[src/inc/abc_pkg.sv]
// ==========================================================================
// Shared constants for the front-end control register bank.
// ==========================================================================
package abc_pkg;

  localparam int ADDR_W = 6;
  localparam int DATA_W = 8;

  // Bit counter values at the last command bit and the last frame bit.
  localparam logic [3:0] CNT_CMD_LAST = 4'h6;
  localparam logic [3:0] CNT_FRAME_LAST = 4'he;
  localparam logic [3:0] CNT_ZERO = 4'h0;
  localparam logic [3:0] CNT_ONE = 4'h1;

  // Register offsets on the serial port.
  localparam logic [ADDR_W-1:0] OFS_BLOCK = 6'h03;
  localparam logic [ADDR_W-1:0] OFS_CAL = 6'h04;
  localparam logic [ADDR_W-1:0] OFS_OVL = 6'h05;
  localparam logic [ADDR_W-1:0] OFS_FLAGS = 6'h09;

  // Reset values.
  localparam logic [DATA_W-1:0] BLOCK_RST = 8'h00;
  localparam logic [DATA_W-1:0] CAL_RST = 8'h00;
  localparam logic [DATA_W-1:0] OVL_RST = 8'h01;
  localparam logic [DATA_W-1:0] ZERO_BYTE = 8'h00;

  // Writable bits of each register; all other bits keep their reset value.
  localparam logic [DATA_W-1:0] BLOCK_WMASK = 8'h0f;
  localparam logic [DATA_W-1:0] CAL_WMASK = 8'h0f;
  localparam logic [DATA_W-1:0] OVL_WMASK = 8'h60;

  // Field positions.
  localparam int BIT_ZERO_CROSS = 0;
  localparam int BIT_REF_ONE = 1;
  localparam int BIT_REF_TWO = 2;
  localparam int BIT_PA = 3;
  localparam int BIT_TXCAL = 0;
  localparam int BIT_RXCAL = 1;
  localparam int BIT_PGACAL = 2;
  localparam int BIT_BAND = 3;
  localparam int BIT_TXRDY = 6;
  localparam int BIT_RXRDY = 7;
  localparam int BIT_TEN = 5;
  localparam int BIT_IEN = 6;
  localparam int BIT_TFLAG = 5;
  localparam int BIT_IFLAG = 6;
  localparam int KEY_LSB = 2;
  localparam int KEY_MSB = 4;
  localparam logic [2:0] SOFT_RESET_KEY = 3'b101;

  // Order of the inputs in the synchroniser vector.
  localparam int SY_SCLK = 0;
  localparam int SY_CS = 1;
  localparam int SY_MOSI = 2;
  localparam int SY_TXRDY = 3;
  localparam int SY_RXRDY = 4;
  localparam int SY_THERM = 5;
  localparam int SY_OCUR = 6;
  localparam int SY_W = 7;
  localparam logic [SY_W-1:0] SY_RST = 7'h02;

  // Serial frame phases.
  typedef enum logic [1:0] {
    PH_IDLE = 2'b00,
    PH_CMD = 2'b01,
    PH_DATA = 2'b10,
    PH_DONE = 2'b11
  } abc_phase_t;

endpackage

[src/inc/abc_frame_if.sv]
`timescale 1ns/10ps
// ==========================================================================
// Frame events between the serial engine and the register bank.
// ==========================================================================
interface abc_frame_if;
  logic wr_stb;
  logic [5:0] addr;
  logic [7:0] wdata;
  logic [7:0] rdata;

  modport engine (output wr_stb, output addr, output wdata, input rdata);
  modport regs (input wr_stb, input addr, input wdata, output rdata);
endinterface

[src/design/abc_regs.sv]
`timescale 1ns/10ps
// What this block does
// - Block-enable register at 03h resets to zero; bit 0 enables zero-crossing detector.
// - Bit 1 of 03h enables first reference block; readable and writable.
// - Bit 2 of 03h enables second reference block; readable and writable.
// - Bit 3 of 03h set runs the power-amp output stage normally.
// - Bit 3 of 03h clear puts the power-amp stage in high impedance.
// - Register 04h resets to zero; bit 0 enables transmit calibration.
// - Bit 1 of 04h is read/write and enables receive calibration.
// - Bit 2 of 04h is read/write and enables transmit gain-amp calibration.
// - Bit 3 of 04h picks filter band: 0 lowest, 1 upper three.
// - Bit 6 of 04h is read-only transmit-ready status.
// - Bit 7 of 04h is read-only receive-ready status.
// - Register 05h defaults to 01h; bit 5 enables thermal flag latching.
// - Bit 6 of 05h enables overcurrent flag latching; readable and writable.
// - Frame is read/write bit, six-bit address, then eight data bits.
// - Sender changes data on falling clock edge; receiver captures on rising edge.
// - Overload flags latch high until reset; writing zero clears them.
// - Writing 101 to soft-reset bits restores registers 03h and 05h to defaults.
module abc_regs
  import abc_pkg::*;
(
  input wire logic clk,
  input wire logic arst_n,
  input wire logic sclk,
  input wire logic cs_n,
  input wire logic mosi,
  output logic miso,
  output logic miso_oe,
  input wire logic tx_ready_in,
  input wire logic rx_ready_in,
  input wire logic thermal_overload_in,
  input wire logic overcurrent_in,
  output logic zero_cross_detector_enable,
  output logic reference_one_enable,
  output logic reference_two_enable,
  output logic power_amp_stage_enable,
  output logic power_amp_stage_hiz,
  output logic tx_calibrate,
  output logic rx_calibrate,
  output logic transmit_gain_amp_calibrate,
  output logic filter_band_select,
  output logic thermal_flag,
  output logic overcurrent_flag
);

  // ========================================================================
  // Input synchronisation and serial engine
  // ========================================================================

  logic [SY_W-1:0] raw_in;
  logic [SY_W-1:0] sy;

  abc_frame_if bus ();

  // Every pin input, the serial clock included, is sampled by the core clock.
  always_comb begin
    raw_in = SY_RST;
    raw_in[SY_SCLK] = sclk;
    raw_in[SY_CS] = cs_n;
    raw_in[SY_MOSI] = mosi;
    raw_in[SY_TXRDY] = tx_ready_in;
    raw_in[SY_RXRDY] = rx_ready_in;
    raw_in[SY_THERM] = thermal_overload_in;
    raw_in[SY_OCUR] = overcurrent_in;
  end

  abc_sync #(
    .W(SY_W),
    .RST(SY_RST)
  ) u_sync (
    .clk(clk),
    .arst_n(arst_n),
    .async_in(raw_in),
    .sync_out(sy)
  );

  abc_serial u_serial (
    .clk(clk),
    .arst_n(arst_n),
    .sclk_s(sy[SY_SCLK]),
    .cs_n_s(sy[SY_CS]),
    .mosi_s(sy[SY_MOSI]),
    .bus(bus.engine),
    .miso(miso),
    .miso_oe(miso_oe)
  );

  // ========================================================================
  // Register file
  // ========================================================================

  logic [DATA_W-1:0] blk_q, blk_d;
  logic [DATA_W-1:0] cal_q, cal_d;
  logic [DATA_W-1:0] ovl_q, ovl_d;
  logic tflag_q, tflag_d;
  logic iflag_q, iflag_d;
  logic hiz_q, hiz_d;
  logic wr_blk, wr_cal, wr_ovl, wr_flg;
  logic soft_rst;

  // Address decode of a completed write frame.
  always_comb begin
    wr_blk = bus.wr_stb && (bus.addr == OFS_BLOCK);
    wr_cal = bus.wr_stb && (bus.addr == OFS_CAL);
    wr_ovl = bus.wr_stb && (bus.addr == OFS_OVL);
    wr_flg = bus.wr_stb && (bus.addr == OFS_FLAGS);
    soft_rst = wr_flg && (bus.wdata[KEY_MSB:KEY_LSB] == SOFT_RESET_KEY);
  end

  // Next values; only the writable fields take the written byte.
  always_comb begin
    blk_d = blk_q;
    cal_d = cal_q;
    ovl_d = ovl_q;
    if (wr_blk) begin
      blk_d = (blk_q & ~BLOCK_WMASK) | (bus.wdata & BLOCK_WMASK);
    end
    if (wr_cal) begin
      cal_d = (cal_q & ~CAL_WMASK) | (bus.wdata & CAL_WMASK);
    end
    if (wr_ovl) begin
      ovl_d = (ovl_q & ~OVL_WMASK) | (bus.wdata & OVL_WMASK);
    end
    // The calibration register is not among those the key restores.
    if (soft_rst) begin
      blk_d = BLOCK_RST;
      ovl_d = OVL_RST;
    end
    hiz_d = ~blk_d[BIT_PA];
  end

  // Overload flags: an event in the same cycle as a clearing write wins.
  always_comb begin
    tflag_d = tflag_q;
    iflag_d = iflag_q;
    if (wr_flg && !bus.wdata[BIT_TFLAG]) begin
      tflag_d = 1'b0;
    end
    if (wr_flg && !bus.wdata[BIT_IFLAG]) begin
      iflag_d = 1'b0;
    end
    if (sy[SY_THERM] && ovl_q[BIT_TEN]) begin
      tflag_d = 1'b1;
    end
    if (sy[SY_OCUR] && ovl_q[BIT_IEN]) begin
      iflag_d = 1'b1;
    end
  end

  always_ff @(posedge clk or negedge arst_n) begin
    if (!arst_n) begin
      blk_q <= BLOCK_RST;
      cal_q <= CAL_RST;
      ovl_q <= OVL_RST;
      tflag_q <= 1'b0;
      iflag_q <= 1'b0;
      hiz_q <= 1'b1;
    end else begin
      blk_q <= blk_d;
      cal_q <= cal_d;
      ovl_q <= ovl_d;
      tflag_q <= tflag_d;
      iflag_q <= iflag_d;
      hiz_q <= hiz_d;
    end
  end

  // ========================================================================
  // Read multiplexer
  // ========================================================================

  // Combinational so the engine can load the byte one cycle after the address.
  // Unmapped addresses and the write-only key bits read as zero.
  always_comb begin
    bus.rdata = ZERO_BYTE;
    if (bus.addr == OFS_BLOCK) begin
      bus.rdata = blk_q;
    end else if (bus.addr == OFS_CAL) begin
      bus.rdata = cal_q;
      bus.rdata[BIT_TXRDY] = sy[SY_TXRDY];
      bus.rdata[BIT_RXRDY] = sy[SY_RXRDY];
    end else if (bus.addr == OFS_OVL) begin
      bus.rdata = ovl_q;
    end else if (bus.addr == OFS_FLAGS) begin
      bus.rdata[BIT_TFLAG] = tflag_q;
      bus.rdata[BIT_IFLAG] = iflag_q;
    end
  end

  // ========================================================================
  // Control outputs, each taken straight from a register bit
  // ========================================================================

  assign zero_cross_detector_enable = blk_q[BIT_ZERO_CROSS];
  assign reference_one_enable = blk_q[BIT_REF_ONE];
  assign reference_two_enable = blk_q[BIT_REF_TWO];
  assign power_amp_stage_enable = blk_q[BIT_PA];
  assign power_amp_stage_hiz = hiz_q;
  assign tx_calibrate = cal_q[BIT_TXCAL];
  assign rx_calibrate = cal_q[BIT_RXCAL];
  assign transmit_gain_amp_calibrate = cal_q[BIT_PGACAL];
  assign filter_band_select = cal_q[BIT_BAND];
  assign thermal_flag = tflag_q;
  assign overcurrent_flag = iflag_q;

endmodule

[src/design/abc_serial.sv]
`timescale 1ns/10ps
// ==========================================================================
// Serial frame engine: command, address and data on a sampled clock.
// ==========================================================================
module abc_serial
  import abc_pkg::*;
(
  input wire logic clk,
  input wire logic arst_n,
  input wire logic sclk_s,
  input wire logic cs_n_s,
  input wire logic mosi_s,
  abc_frame_if.engine bus,
  output logic miso,
  output logic miso_oe
);

  abc_phase_t ph_q, ph_d;
  logic [3:0] cnt_q, cnt_d;
  logic [7:0] rx_q, rx_d;
  logic [7:0] tx_q, tx_d;
  logic [6:0] cmd_q, cmd_d;
  logic [7:0] wdata_q, wdata_d;
  logic sclk_prev_q, sclk_prev_d;
  logic load_q, load_d;
  logic wr_q, wr_d;
  logic miso_d, miso_oe_d;
  logic rise, fall;

  // Edges are found on the synchronised copy, so each costs a few cycles of latency.
  assign rise = sclk_s & ~sclk_prev_q;
  assign fall = ~sclk_s & sclk_prev_q;

  assign bus.wr_stb = wr_q;
  assign bus.addr = cmd_q[ADDR_W-1:0];
  assign bus.wdata = wdata_q;

  // Frame sequencer; a raised select aborts any frame at once.
  always_comb begin
    ph_d = ph_q;
    cnt_d = cnt_q;
    rx_d = rx_q;
    tx_d = tx_q;
    cmd_d = cmd_q;
    wdata_d = wdata_q;
    sclk_prev_d = sclk_s;
    load_d = 1'b0;
    wr_d = 1'b0;
    miso_d = miso;
    miso_oe_d = miso_oe;
    if (cs_n_s) begin
      ph_d = PH_IDLE;
      cnt_d = CNT_ZERO;
      miso_d = 1'b0;
      miso_oe_d = 1'b0;
    end else begin
      unique case (ph_q)
        PH_IDLE: begin
          ph_d = PH_CMD;
          cnt_d = CNT_ZERO;
          tx_d = ZERO_BYTE;
          miso_oe_d = 1'b1;
        end
        PH_CMD: begin
          if (rise) begin
            rx_d = {rx_q[6:0], mosi_s};
            cnt_d = cnt_q + CNT_ONE;
            if (cnt_q == CNT_CMD_LAST) begin
              cmd_d = {rx_q[5:0], mosi_s};
              load_d = 1'b1;
              ph_d = PH_DATA;
            end
          end
        end
        PH_DATA: begin
          // Address is settled one cycle after capture, so read data load here.
          if (load_q && cmd_q[ADDR_W]) begin
            tx_d = bus.rdata;
          end
          if (fall) begin
            miso_d = tx_q[7];
            tx_d = {tx_q[6:0], 1'b0};
          end
          if (rise) begin
            rx_d = {rx_q[6:0], mosi_s};
            cnt_d = cnt_q + CNT_ONE;
            if (cnt_q == CNT_FRAME_LAST) begin
              wdata_d = {rx_q[6:0], mosi_s};
              wr_d = ~cmd_q[ADDR_W];
              ph_d = PH_DONE;
            end
          end
        end
        PH_DONE: begin
          // Clocks past the last data bit are ignored until select rises.
          if (fall) begin
            miso_d = 1'b0;
          end
        end
      endcase
    end
  end

  always_ff @(posedge clk or negedge arst_n) begin
    if (!arst_n) begin
      ph_q <= PH_IDLE;
      cnt_q <= CNT_ZERO;
      rx_q <= ZERO_BYTE;
      tx_q <= ZERO_BYTE;
      cmd_q <= 7'h00;
      wdata_q <= ZERO_BYTE;
      sclk_prev_q <= 1'b0;
      load_q <= 1'b0;
      wr_q <= 1'b0;
      miso <= 1'b0;
      miso_oe <= 1'b0;
    end else begin
      ph_q <= ph_d;
      cnt_q <= cnt_d;
      rx_q <= rx_d;
      tx_q <= tx_d;
      cmd_q <= cmd_d;
      wdata_q <= wdata_d;
      sclk_prev_q <= sclk_prev_d;
      load_q <= load_d;
      wr_q <= wr_d;
      miso <= miso_d;
      miso_oe <= miso_oe_d;
    end
  end

endmodule

[src/design/abc_sync.sv]
`timescale 1ns/10ps
// ==========================================================================
// Two flip-flop synchroniser for a vector of independent levels.
// ==========================================================================
module abc_sync #(
  parameter int W = 1,
  parameter logic [W-1:0] RST = '0
) (
  input wire logic clk,
  input wire logic arst_n,
  input wire logic [W-1:0] async_in,
  output logic [W-1:0] sync_out
);

  logic [W-1:0] meta_q;
  logic [W-1:0] meta_d;
  logic [W-1:0] sync_d;

  // Only the second stage is visible; the first stage feeds nothing else.
  always_comb begin
    meta_d = async_in;
    sync_d = meta_q;
  end

  always_ff @(posedge clk or negedge arst_n) begin
    if (!arst_n) begin
      meta_q <= RST;
      sync_out <= RST;
    end else begin
      meta_q <= meta_d;
      sync_out <= sync_d;
    end
  end

endmodule

[config.mk]
export PLATFORM = sky130hd
export DESIGN_NAME = abc_regs
export DESIGN_NICKNAME = d
export VERILOG_FILES = /design/src/inc/abc_pkg.sv /design/src/inc/abc_frame_if.sv /design/src/design/abc_regs.sv /design/src/design/abc_serial.sv /design/src/design/abc_sync.sv
export SDC_FILE = /design/constraint.sdc
export NUM_CORES = 1
export LEC_CHECK = 0
export ABC_AREA = 1
export BUFFER_PORTS_ARGS = -buffer_cell sky130_fd_sc_hd__buf_2
export CAP_MARGIN = 20
export CORE_MARGIN = 2
export CORE_UTILIZATION = 46
export DETAILED_ROUTE_END_ITERATION = 12
export PLACE_DENSITY = 0.71
export SETUP_SLACK_MARGIN = 0.2
export SLEW_MARGIN = 20
export SYNTH_ARGS = -nofsm -noshare
export SYNTH_HDL_FRONTEND = slang
export SYNTH_SLANG_ARGS = --single-unit
[constraint.sdc]
create_clock -name clk -period 2.75 [get_ports clk]
set_input_delay 0.55 -clock clk [delete_from_list [all_inputs] [get_ports clk]]
set_output_delay 0.55 -clock clk [all_outputs]
set_load 0.1 [all_outputs]
==> results.json, run 1 <==
{
  "fin_util_pct": 54.9,
  "status": "complete, no violations",
  "cts_made_buffers": 9,
  "htree_levels": 3,
  "netlist_area_um2": 2840,
  "initial_utilization_pct": 47.7,
  "powerDensity_nw_per_um2": 759,
  "coreArea_um2": 5960,
  "p_total_mw": 2.48,
  "rows": 28,
  "critPathCaptureType": "flop",
  "ir_drop_mv": 0.407,
  "regArea_um2": 1680,
  "viasPerCell": 5.01,
  "timing.hold.ws_ns": 0.201,
  "yosys-top-cells-area": "dfrtp_1 (55%), nand2_1 (12%), o21ai_1 (4.4%)",
  "slew_violations": 0,
  "multiInputGateArea_um2": 990,
  "async_reset_ff_share_pct": 100,
  "yosys.area.top_type_share_pct": 55.5,
  "startpoint": "u_serial.ph_q[0]$_DFFE_PN0P_",
  "synth-seq-cells": 67,
  "vias": 2123,
  "cp.arrival_ns": 2.02,
  "routedWlPerCell_um": 12.7,
  "worstPathRequired_ns": 2.95,
  "slew_headroom_pct": 56.7,
  "place_congestion": 0.786,
  "rsz0062_at_grt": "false",
  "grt_pass1_wl_um": 9180,
  "hold_viol": 0,
  "reg2reg_from": "u_serial.ph_q[0]$_DFFE_PN0P_",
  "ys_types": 23,
  "p_leak_nw": 1.59,
  "post-route-period-util_pct": 66.4,
  "ioPinCount": 22,
  "diodes": 0,
  "max_freq_ghz": 0.548,
  "cts-hold-fix-buffers": 0,
  "fill_cells": 536,
  "critPathKind": "flop to flop",
  "avgSynthCellArea_um2": 9.02,
  "worstPathCellList": "inv_1 -> ha_1 -> nand3_1 -> nor2_1 -> o21ai_0",
  "worstMarginPinSlew_ns": 0.647,
  "syn2layout_area_growth_pct": 15.0,
  "drc": 0,
  "cts.reportedPaths.clkPinSlew_ns": 0.07,
  "synth-edff-count": 0,
  "syn_nets": 331,
  "synthTopCellsByCount": "nand2_1 (88), dfrtp_1 (63), inv_1 (30), o21ai_1 (25), nor2_1 (22)",
  "skew_ns": 0.00700,
  "cts_resized": 0,
  "antenna_left": 0,
  "grt-ovfl-total": 0,
  "die_area_um2": 6820,
  "critPathMaxStageDelay_ns": 0.53,
  "track_usage_pct": 18.3,
  "clk_path_buf_depth": 2,
  "setup_viol": 0,
  "syn_inst": 315,
  "cts_setup_buffers": 0,
  "cts_tree": "built",
  "drtIter0Drc": 99,
  "finalWirelength_um": 5390,
  "antenna_found_initial": 0,
  "cp-start-kind": "flop",
  "dp_hpwl_um": 3760,
  "nNetsFinal": 360,
  "die_h_um": 82.6,
  "drive_gt1_share_pct": 18.3,
  "crit_path_max_fanout": 13,
  "fin_setup_tns_ns": 0,
  "cts.sinks": 67,
  "synth.most_common_cell": "nand2_1",
  "grt_pass1_vias": 2008,
  "layout_setup_ws_ns": 0.925,
  "clk_latency_ns": 0.34,
  "portBuffers": 21,
  "clock-root-buffer": "clkbuf_8",
  "hold_path.class": "primary input to asynchronous set/reset pin",
  "synth_flop_cell": "dfrtp_1",
  "yosys.area.top_type": "dfrtp_1",
  "fp.dieW_um": 82.6,
  "synth_seq_area_share_pct": 59.2,
  "pre_cts_slack_ns": 0.952,
  "grt_max_degree": 68,
  "critPathSlowestCell": "nor2_1",
  "synth_warnings": 0,
  "min_period_ns": 1.82,
  "dr.pass1.iters": 4,
  "maxCapViolCount": 0
}
[sequential cells by signal, summed over array words and instances, names as in the netlist]
| name | cells |
|---|---|
| u_serial.bus.wr_stb | 1 |
| u_serial.ph_q | 2 |
| thermal_flag | 1 |
| power_amp_stage_hiz | 1 |
| blk_q | 4 |
| u_serial.miso_oe | 1 |
| u_serial.load_q | 1 |
| u_sync.sync_out | 7 |
| u_serial.miso | 1 |
| cal_q | 4 |
| u_serial.cmd_q | 7 |
| overcurrent_flag | 1 |
| u_serial.tx_q | 8 |
| ovl_q | 3 |
| u_serial.rx_q | 6 |
| u_sync.meta_q | 7 |
| u_serial.bus.wdata | 7 |
| u_serial.sclk_prev_q | 1 |
| u_serial.cnt_q | 4 |
[logic make-up after synthesis]
logic type | count (synthesis) | share of synthesized area [%]
AND/OR/NAND/NOR | 147 | 22.7
flip-flops | 67 | 59.2
AO/OA/AOI/OAI | 50 | 9.07
buffers and inverters | 44 | 5.99
adder cells (fa/ha/maj) | 7 | 3.08
[power breakdown]
part	total (mW)	switching (mW)	internal, mW
registers	1.13	0.0541	1.07
logic	0.419	0.302	0.116
clock network	0.933	0.374	0.559
[area by class of cell]
cell class | count | area share, %
well taps | 75 | 2.87
clock buffers | 12 | 4.75
flip-flops and latches | 67 | 51.5
multi-input cells | 204 | 30.3
repair buffers | 22 | 3.83
clock inverters | 4 | 2.22
inverters | 40 | 4.59
[layout by cell type, fill, tap and decap left out, types with 2 or more instances in the layout]
cell type  count
nand4_1        3
nand2_2        3
nand3_2        2
dfstp_2        4
clkinv_1       2
nand3_1       17
inv_1         30
nor2_4         3
nor2_2         6
dfrtp_1       63
buf_2         21
o21ai_0       12
ha_1           7
nor3_1         2
bufinv_16      2
o21ai_1       25
nor2_1        22
clkbuf_8      11
inv_2          8
a21oi_1       10
nand2_1       88
[worst paths after layout]
kind	endpoint	slack, ns	cells past startpoint
worst max-delay path	u_serial.rx_q[0]$_DFFE_PN0P_	0.93	5
worst min-delay path	u_serial.tx_q[2]$_DFFE_PN0P_	0.20	2
worst max register to register	u_serial.rx_q[0]$_DFFE_PN0P_	0.93	5
worst min register to register	u_sync.sync_out[3]$_DFF_PN0_	0.35	0
max in group asynchronous	power_amp_stage_hiz$_DFF_PN1_	2.21	2
min in group clk	u_sync.meta_q[4]$_DFF_PN0_	0.30	1
[worst max-delay path: cells and delay by family, from the launching register on]
kind	cells	cell delay (ns)
AOI/OAI and AO/OA	1	0.18
adders and majority gates	1	0.33
buffers and inverters	1	0.10
DFF	1	0.40
and+or+nand+nor	2	0.67
[per-layer routing]
metal / vias up / global-route usage [%] / routed length, um / share of wire (%)
met4: 0 / 10.3 / 148 / 2.7
li1: 1056 / - / - / -
met5: - / 0 / 0 / 0
met2: 48 / 28.6 / 2550 / 47
met1: 1007 / 23.3 / 2490 / 46
met3: 12 / 4.24 / 204 / 3.8
[per-stage QoR]
stage	area [um^2]	std cells
after floorplan	2840	315
after global placement	3040	408
after detailed placement	3040	408
after CTS	3270	424
after global routing	3270	424
final	3270	424
No activity file was read; power rests on OpenSTA's default activity.
==> inputs of run 2 (changes only) <==
Settings changed: PLACE_DENSITY 0.71 to 0.73.
Clock period 2.75 ns to 1.55 ns, I/O delays scaled along.
==> run 2 against run 1 <==
Sequential share of layout area decreased by 7.4 points. Clock skew is essentially flat. Routed wire length grew 19%. Sequential cell count unchanged. Critical path type unchanged.
==> results.json, run 2 (synthesis gave the netlist of run 1 again) <==
{
  "dpl.cell_count": 411,
  "routedWlPerCell_um": 14.2,
  "fin_util_pct": 64.2,
  "slew_headroom_pct": 73.1,
  "setup_viol": 0,
  "ioPinCount": 22,
  "viasPerCell": 5.00,
  "fp.dieW_um": 82.6,
  "critPathCaptureType": "flop",
  "rows": 28,
  "path_common_cell": "nor2_4",
  "grt-ovfl-total": 0,
  "powerDensity_nw_per_um2": 1290,
  "post-route-period-util_pct": 92.1,
  "drtIter0Drc": 126,
  "skew_ns": 0.00723,
  "slew_violations": 0,
  "antenna_left": 0,
  "die_area_um2": 6820,
  "antenna_found_initial": 0,
  "worstMarginPinSlew_ns": 0.404,
  "portBuffers": 21,
  "cp-start-kind": "flop",
  "initial_utilization_pct": 47.7,
  "hold_path.class": "primary input to flop",
  "critPathSlowestCell": "dfrtp_1",
  "worstPathCellList": "nor2_2 -> nand3_2 -> nor2_4 -> nand2_4 -> nor2_4 -> nor2_4 -> nand2_1 -> o21ai_1",
  "instances_no_fill": 452,
  "ir_drop_mv": 0.846,
  "finalWirelength_um": 6420,
  "min_period_ns": 1.43,
  "cp.arrival_ns": 1.65,
  "maxCapViolCount": 0,
  "worstPathRequired_ns": 1.78,
  "coreArea_um2": 5960,
  "rsz0062_at_grt": "true",
  "htree_levels": 3,
  "fin_setup_tns_ns": 0,
  "critPathMaxStageDelay_ns": 0.41,
  "drive_gt1_share_pct": 34.7,
  "track_usage_pct": 18.3,
  "clk_latency_ns": 0.34,
  "cts.reportedPaths.clkPinSlew_ns": 0.07,
  "clk_path_buf_depth": 2,
  "grt_pass1_vias": 2024,
  "grt_pass1_wl_um": 9240,
  "layout_common_cells": "nand2_1 (83), dfrtp_1 (59), o21ai_1 (30)",
  "critPathKind": "flop to flop",
  "die_h_um": 82.6,
  "grt_max_degree": 31,
  "p_total_mw": 4.92,
  "cts_made_buffers": 9,
  "largest_register_ffs": 8,
  "clock-root-buffer": "clkbuf_8",
  "dr.pass1.iters": 4,
  "hold_viol": 0,
  "dp_hpwl_um": 3890,
  "cts.sinks": 67,
  "status": "complete, no violations",
  "diodes": 0,
  "cts_tree": "built",
  "crit_path_max_fanout": 4,
  "max_flop_register": "u_serial.tx_q",
  "p_leak_nw": 1.83,
  "mostFrequentLayoutCell": "nand2_1",
  "nNetsFinal": 388,
  "place_congestion": 0.825,
  "syn2layout_area_growth_pct": 34.7,
  "vias": 2262,
  "max_freq_ghz": 0.701,
  "drc": 0
}
[run 2: cell types whose count changed in the layout (fill, tap and decap cells not counted), moves of 8 or more]
cell,previous run,this run
buf_6,0,9
buf_2,21,8
nor2_1,22,13
buf_4,0,25
o21ai_0,12,4
nor2_4,3,13
[run 2: metrics by stage]
step	setup WS, ns	cell area (um^2)	hold slack (ns)
2_1_floorplan	0.201	2860	0.0144
3_3_place_gp	0.0741	3080	0.256
3_5_place_dp	0.0154	3080	0.256
4_1_cts	0.0845	3430	0.0541
5_1_grt	0.0459	3830	0.0526
6_report	0.123	3830	0.0681
[run 2: report_power, final]
part           internal, mW  total [mW]  switching [mW]
sequential             1.91        2.01           0.102
clock                 0.985        1.64           0.650
combinational         0.491        1.28           0.784
[run 2: repair_timing]
action,in CTS,in global routing
hold buffers,1,0
setup endpoints to repair,53,56
hold endpoints to repair,12,0
gates resized for setup,28,65
setup buffers,3,18
gates cloned,2,1
pin swaps,2,14
[run 2: final timing paths]
path / start / end / slack (ns) / cells past startpoint
worst min-delay path: cs_n / u_sync.meta_q[1]$_DFF_PN1_ / 0.07 / 1
worst max register to register: u_serial.cmd_q[5]$_DFFE_PN0P_ / blk_q[0]$_DFFE_PN0P_ / 0.12 / 8
min in group asynchronous: arst_n / u_serial.tx_q[0]$_DFFE_PN0P_ / 0.43 / 2
max in group asynchronous: arst_n / u_sync.meta_q[1]$_DFF_PN1_ / 0.56 / 3
worst min register to register: u_sync.meta_q[2]$_DFF_PN0_ / u_sync.sync_out[2]$_DFF_PN0_ / 0.35 / 0
worst max-delay path: u_serial.cmd_q[5]$_DFFE_PN0P_ / blk_q[0]$_DFFE_PN0P_ / 0.12 / 8
[run 2: final cells by class]
type	instances	area, um^2
Multi-Input combinational cell	207	1250
Inverter	40	153
Tap cell	75	93.8
Clock inverter	5	75.1
Timing Repair Buffer	47	414
Clock buffer	11	151
Fill cell	455	2130
Sequential cell	67	1690
[run 2: metal layers]
metal | track usage (%) | vias to the layer above | wire length (um) | share of wire [%]
li1 | - | 1119 | - | -
met1 | 22.8 | 1089 | 2780 | 43
met2 | 30.5 | 41 | 3290 | 51
met3 | 5.54 | 13 | 220 | 3.4
met4 | 5.90 | 0 | 127 | 2.0
met5 | 0 | - | 0 | 0
[run 2: worst max-delay path: cells and delay by family, from the launching register on]
family	cells	cell delay [ns]
flip-flops	1	0.41
AND/OR/NAND/NOR	7	0.84
AO/OA/AOI/OAI	1	0.06
==> inputs of run 3 (changes only) <==
Settings changed: CORE_UTILIZATION 46 to 53, PLACE_DENSITY 0.73 to 0.82.
==> run 3 against run 2 <==
Register-to-register slack about the same. Hold slack worse by 0.0051 ns. Sequential share of layout area up 0.20 points. Count of clock-buffer cells in the layout up 3. Utilization up 9.9 points. Via count up 9.0%. Global-route usage up 4.0 points. Critical endpoint is now u_serial.tx_q[0]$_DFFE_PN0P_.
==> results.json, run 3 (synthesis gave the netlist of run 1 again) <==
{
  "r2r_end": "u_serial.tx_q[0]$_DFFE_PN0P_",
  "antenna_found_initial": 0,
  "powerDensity_nw_per_um2": 1250,
  "hold_path.startpoint": "cs_n",
  "die_h_um": 77.2,
  "critPathSlowestCell": "dfrtp_1",
  "place_area_um2": 3070,
  "coreArea_um2": 5140,
  "dpl.cell_count": 405,
  "dp_hpwl_um": 3900,
  "regToRegSetupSlack_ns": 0.12,
  "post-route-period-util_pct": 92.3,
  "vias": 2465,
  "instances_no_fill": 446,
  "htree_levels": 3,
  "mostFrequentLayoutCell": "nand2_1",
  "largest_register_ffs": 8,
  "grt_pass1_vias": 2324,
  "portBuffers": 21,
  "initial_utilization_pct": 55.3,
  "worst-path-buf-inv": 1,
  "worstPathCellList": "buf_4 -> ha_4 -> nand3_2 -> nand3_2 -> nor3_1 -> nand2_1 -> nand2_1",
  "timing.hold.ws_ns": 0.0630,
  "critPathMaxStageDelay_ns": 0.40,
  "ir_drop_mv": 0.915,
  "fin_util_pct": 74.1,
  "p_total_mw": 4.77,
  "slew_headroom_pct": 74.8,
  "drive_gt1_share_pct": 37.0,
  "layout_common_cells": "nand2_1 (78), dfrtp_1 (59), o21ai_1 (26)",
  "min_period_ns": 1.43,
  "routedWlPerCell_um": 16.7,
  "maxCapViolCount": 0,
  "max_flop_register": "u_serial.tx_q",
  "slew_violations": 0,
  "dr.pass1.iters": 4,
  "crit_path_max_fanout": 5,
  "clk_path_buf_depth": 2,
  "syn2layout_area_growth_pct": 34.0,
  "drc": 0,
  "rows": 26,
  "hold_end": "u_sync.meta_q[1]$_DFF_PN1_",
  "cts.sinks": 67,
  "critPathCaptureType": "flop",
  "grt_pass1_wl_um": 10300,
  "worstMarginPinSlew_ns": 0.378,
  "grt_max_degree": 41,
  "die_area_um2": 5960,
  "cts.reportedPaths.clkPinSlew_ns": 0.07,
  "max_freq_ghz": 0.699,
  "cp.depth": 7,
  "diodes": 0,
  "finalWirelength_um": 7470,
  "cts_made_buffers": 9,
  "status": "complete, no violations",
  "worstPathRequired_ns": 1.83,
  "fp.dieW_um": 77.2,
  "clock-root-buffer": "clkbuf_8",
  "track_usage_pct": 22.2,
  "setup_viol": 0,
  "hold_depth": 1,
  "drtIter0Drc": 197,
  "clk_latency_ns": 0.34,
  "r2r_cells": 7,
  "hold_path.class": "primary input to flop",
  "ioPinCount": 22,
  "rsz0062_at_grt": "true",
  "p_leak_nw": 1.81,
  "antenna_left": 0,
  "skew_ns": 0.0123,
  "finalInstanceArea_um2": 3810,
  "crit_family": "simple AND/OR/NAND/NOR gates",
  "nNetsFinal": 387,
  "reg2reg_from": "u_serial.ph_q[1]$_DFFE_PN0P_",
  "place_congestion": 0.829,
  "cts_tree": "built",
  "hold_viol": 0,
  "grt-ovfl-total": 0,
  "critPathKind": "flop to flop",
  "cp.arrival_ns": 1.71,
  "cp-start-kind": "flop",
  "viasPerCell": 5.53
}
[run 3: cell count changes in the layout (fill, tap and decap cells not counted), sizes merged]
cell    delta
clkinv     -2
clkbuf     +3
bufinv     -1
buf        -1
[run 3: where the power goes]
group          total [mW]  internal (mW)  switching [mW]
Sequential           2.00           1.91          0.0944
Combinational        1.26          0.448           0.808
Clock                1.51          0.874           0.640
[run 3: worst reg2reg max path, cell delays in order, from the launching register on]
cell	delay, ns
dfrtp_1	0.40
buf_4	0.16
ha_4	0.18
nand3_2	0.10
nand3_2	0.14
nor3_1	0.26
nand2_1	0.08
nand2_1	0.06
[run 3: area by class of cell]
cell class                      instances  area, um^2
Inverter                               40         150
Clock buffer                           14         173
Timing Repair Buffer                   46         403
Clock inverter                          2        35.0
Sequential cell                        67        1690
Multi-Input combinational cell        207        1270
Tap cell                               70        87.6
Fill cell                             313        1330
[run 3: worst max path at each step]
| stage | from | end | slack, ns |
|---|---|---|---|
| 3_3_place_gp | u_serial.ph_q[0]$_DFFE_PN0P_ | u_serial.bus.wdata[4]$_DFFE_PN0P_ | 0.05 |
| 3_5_place_dp | u_serial.ph_q[0]$_DFFE_PN0P_ | u_serial.bus.wdata[2]$_DFFE_PN0P_ | -0.005 |
| 5_1_grt | u_serial.ph_q[1]$_DFFE_PN0P_ | u_serial.tx_q[0]$_DFFE_PN0P_ | 0.04 |
| 4_1_cts | power_amp_stage_hiz$_DFF_PN1_ | power_amp_stage_hiz | 0.1 |
| 2_1_floorplan | u_serial.ph_q[0]$_DFFE_PN0P_ | u_serial.rx_q[0]$_DFFE_PN0P_ | 0.20 |
| 6_report | u_serial.ph_q[1]$_DFFE_PN0P_ | u_serial.tx_q[0]$_DFFE_PN0P_ | 0.12 |
[run 3: metrics by stage]
step | TNS [ns] | worst slack, ns
after global placement | 0 | 0.0451
after global routing | 0 | 0.0394
after CTS | 0 | 0.0983
after detailed placement | -0.00453 | -0.00453
final | 0 | 0.119
after floorplan | 0 | 0.201
[run 3: routing by layer]
layer	vias up	GRT usage (%)	share of wire, %
met1	1214	26.1	38
met3	28	6.47	5.3
met5	-	0	0
met4	0	10.7	3.6
li1	1115	-	-
met2	108	37.4	53
[run 3: timing repair]
item,CTS,global route
endpoints found under the hold margin,13,0
gates cloned,2,1
pin swaps,9,16
setup endpoints to repair,53,59
gates resized for setup,34,65
buffers inserted,11,10
hold buffers,1,0
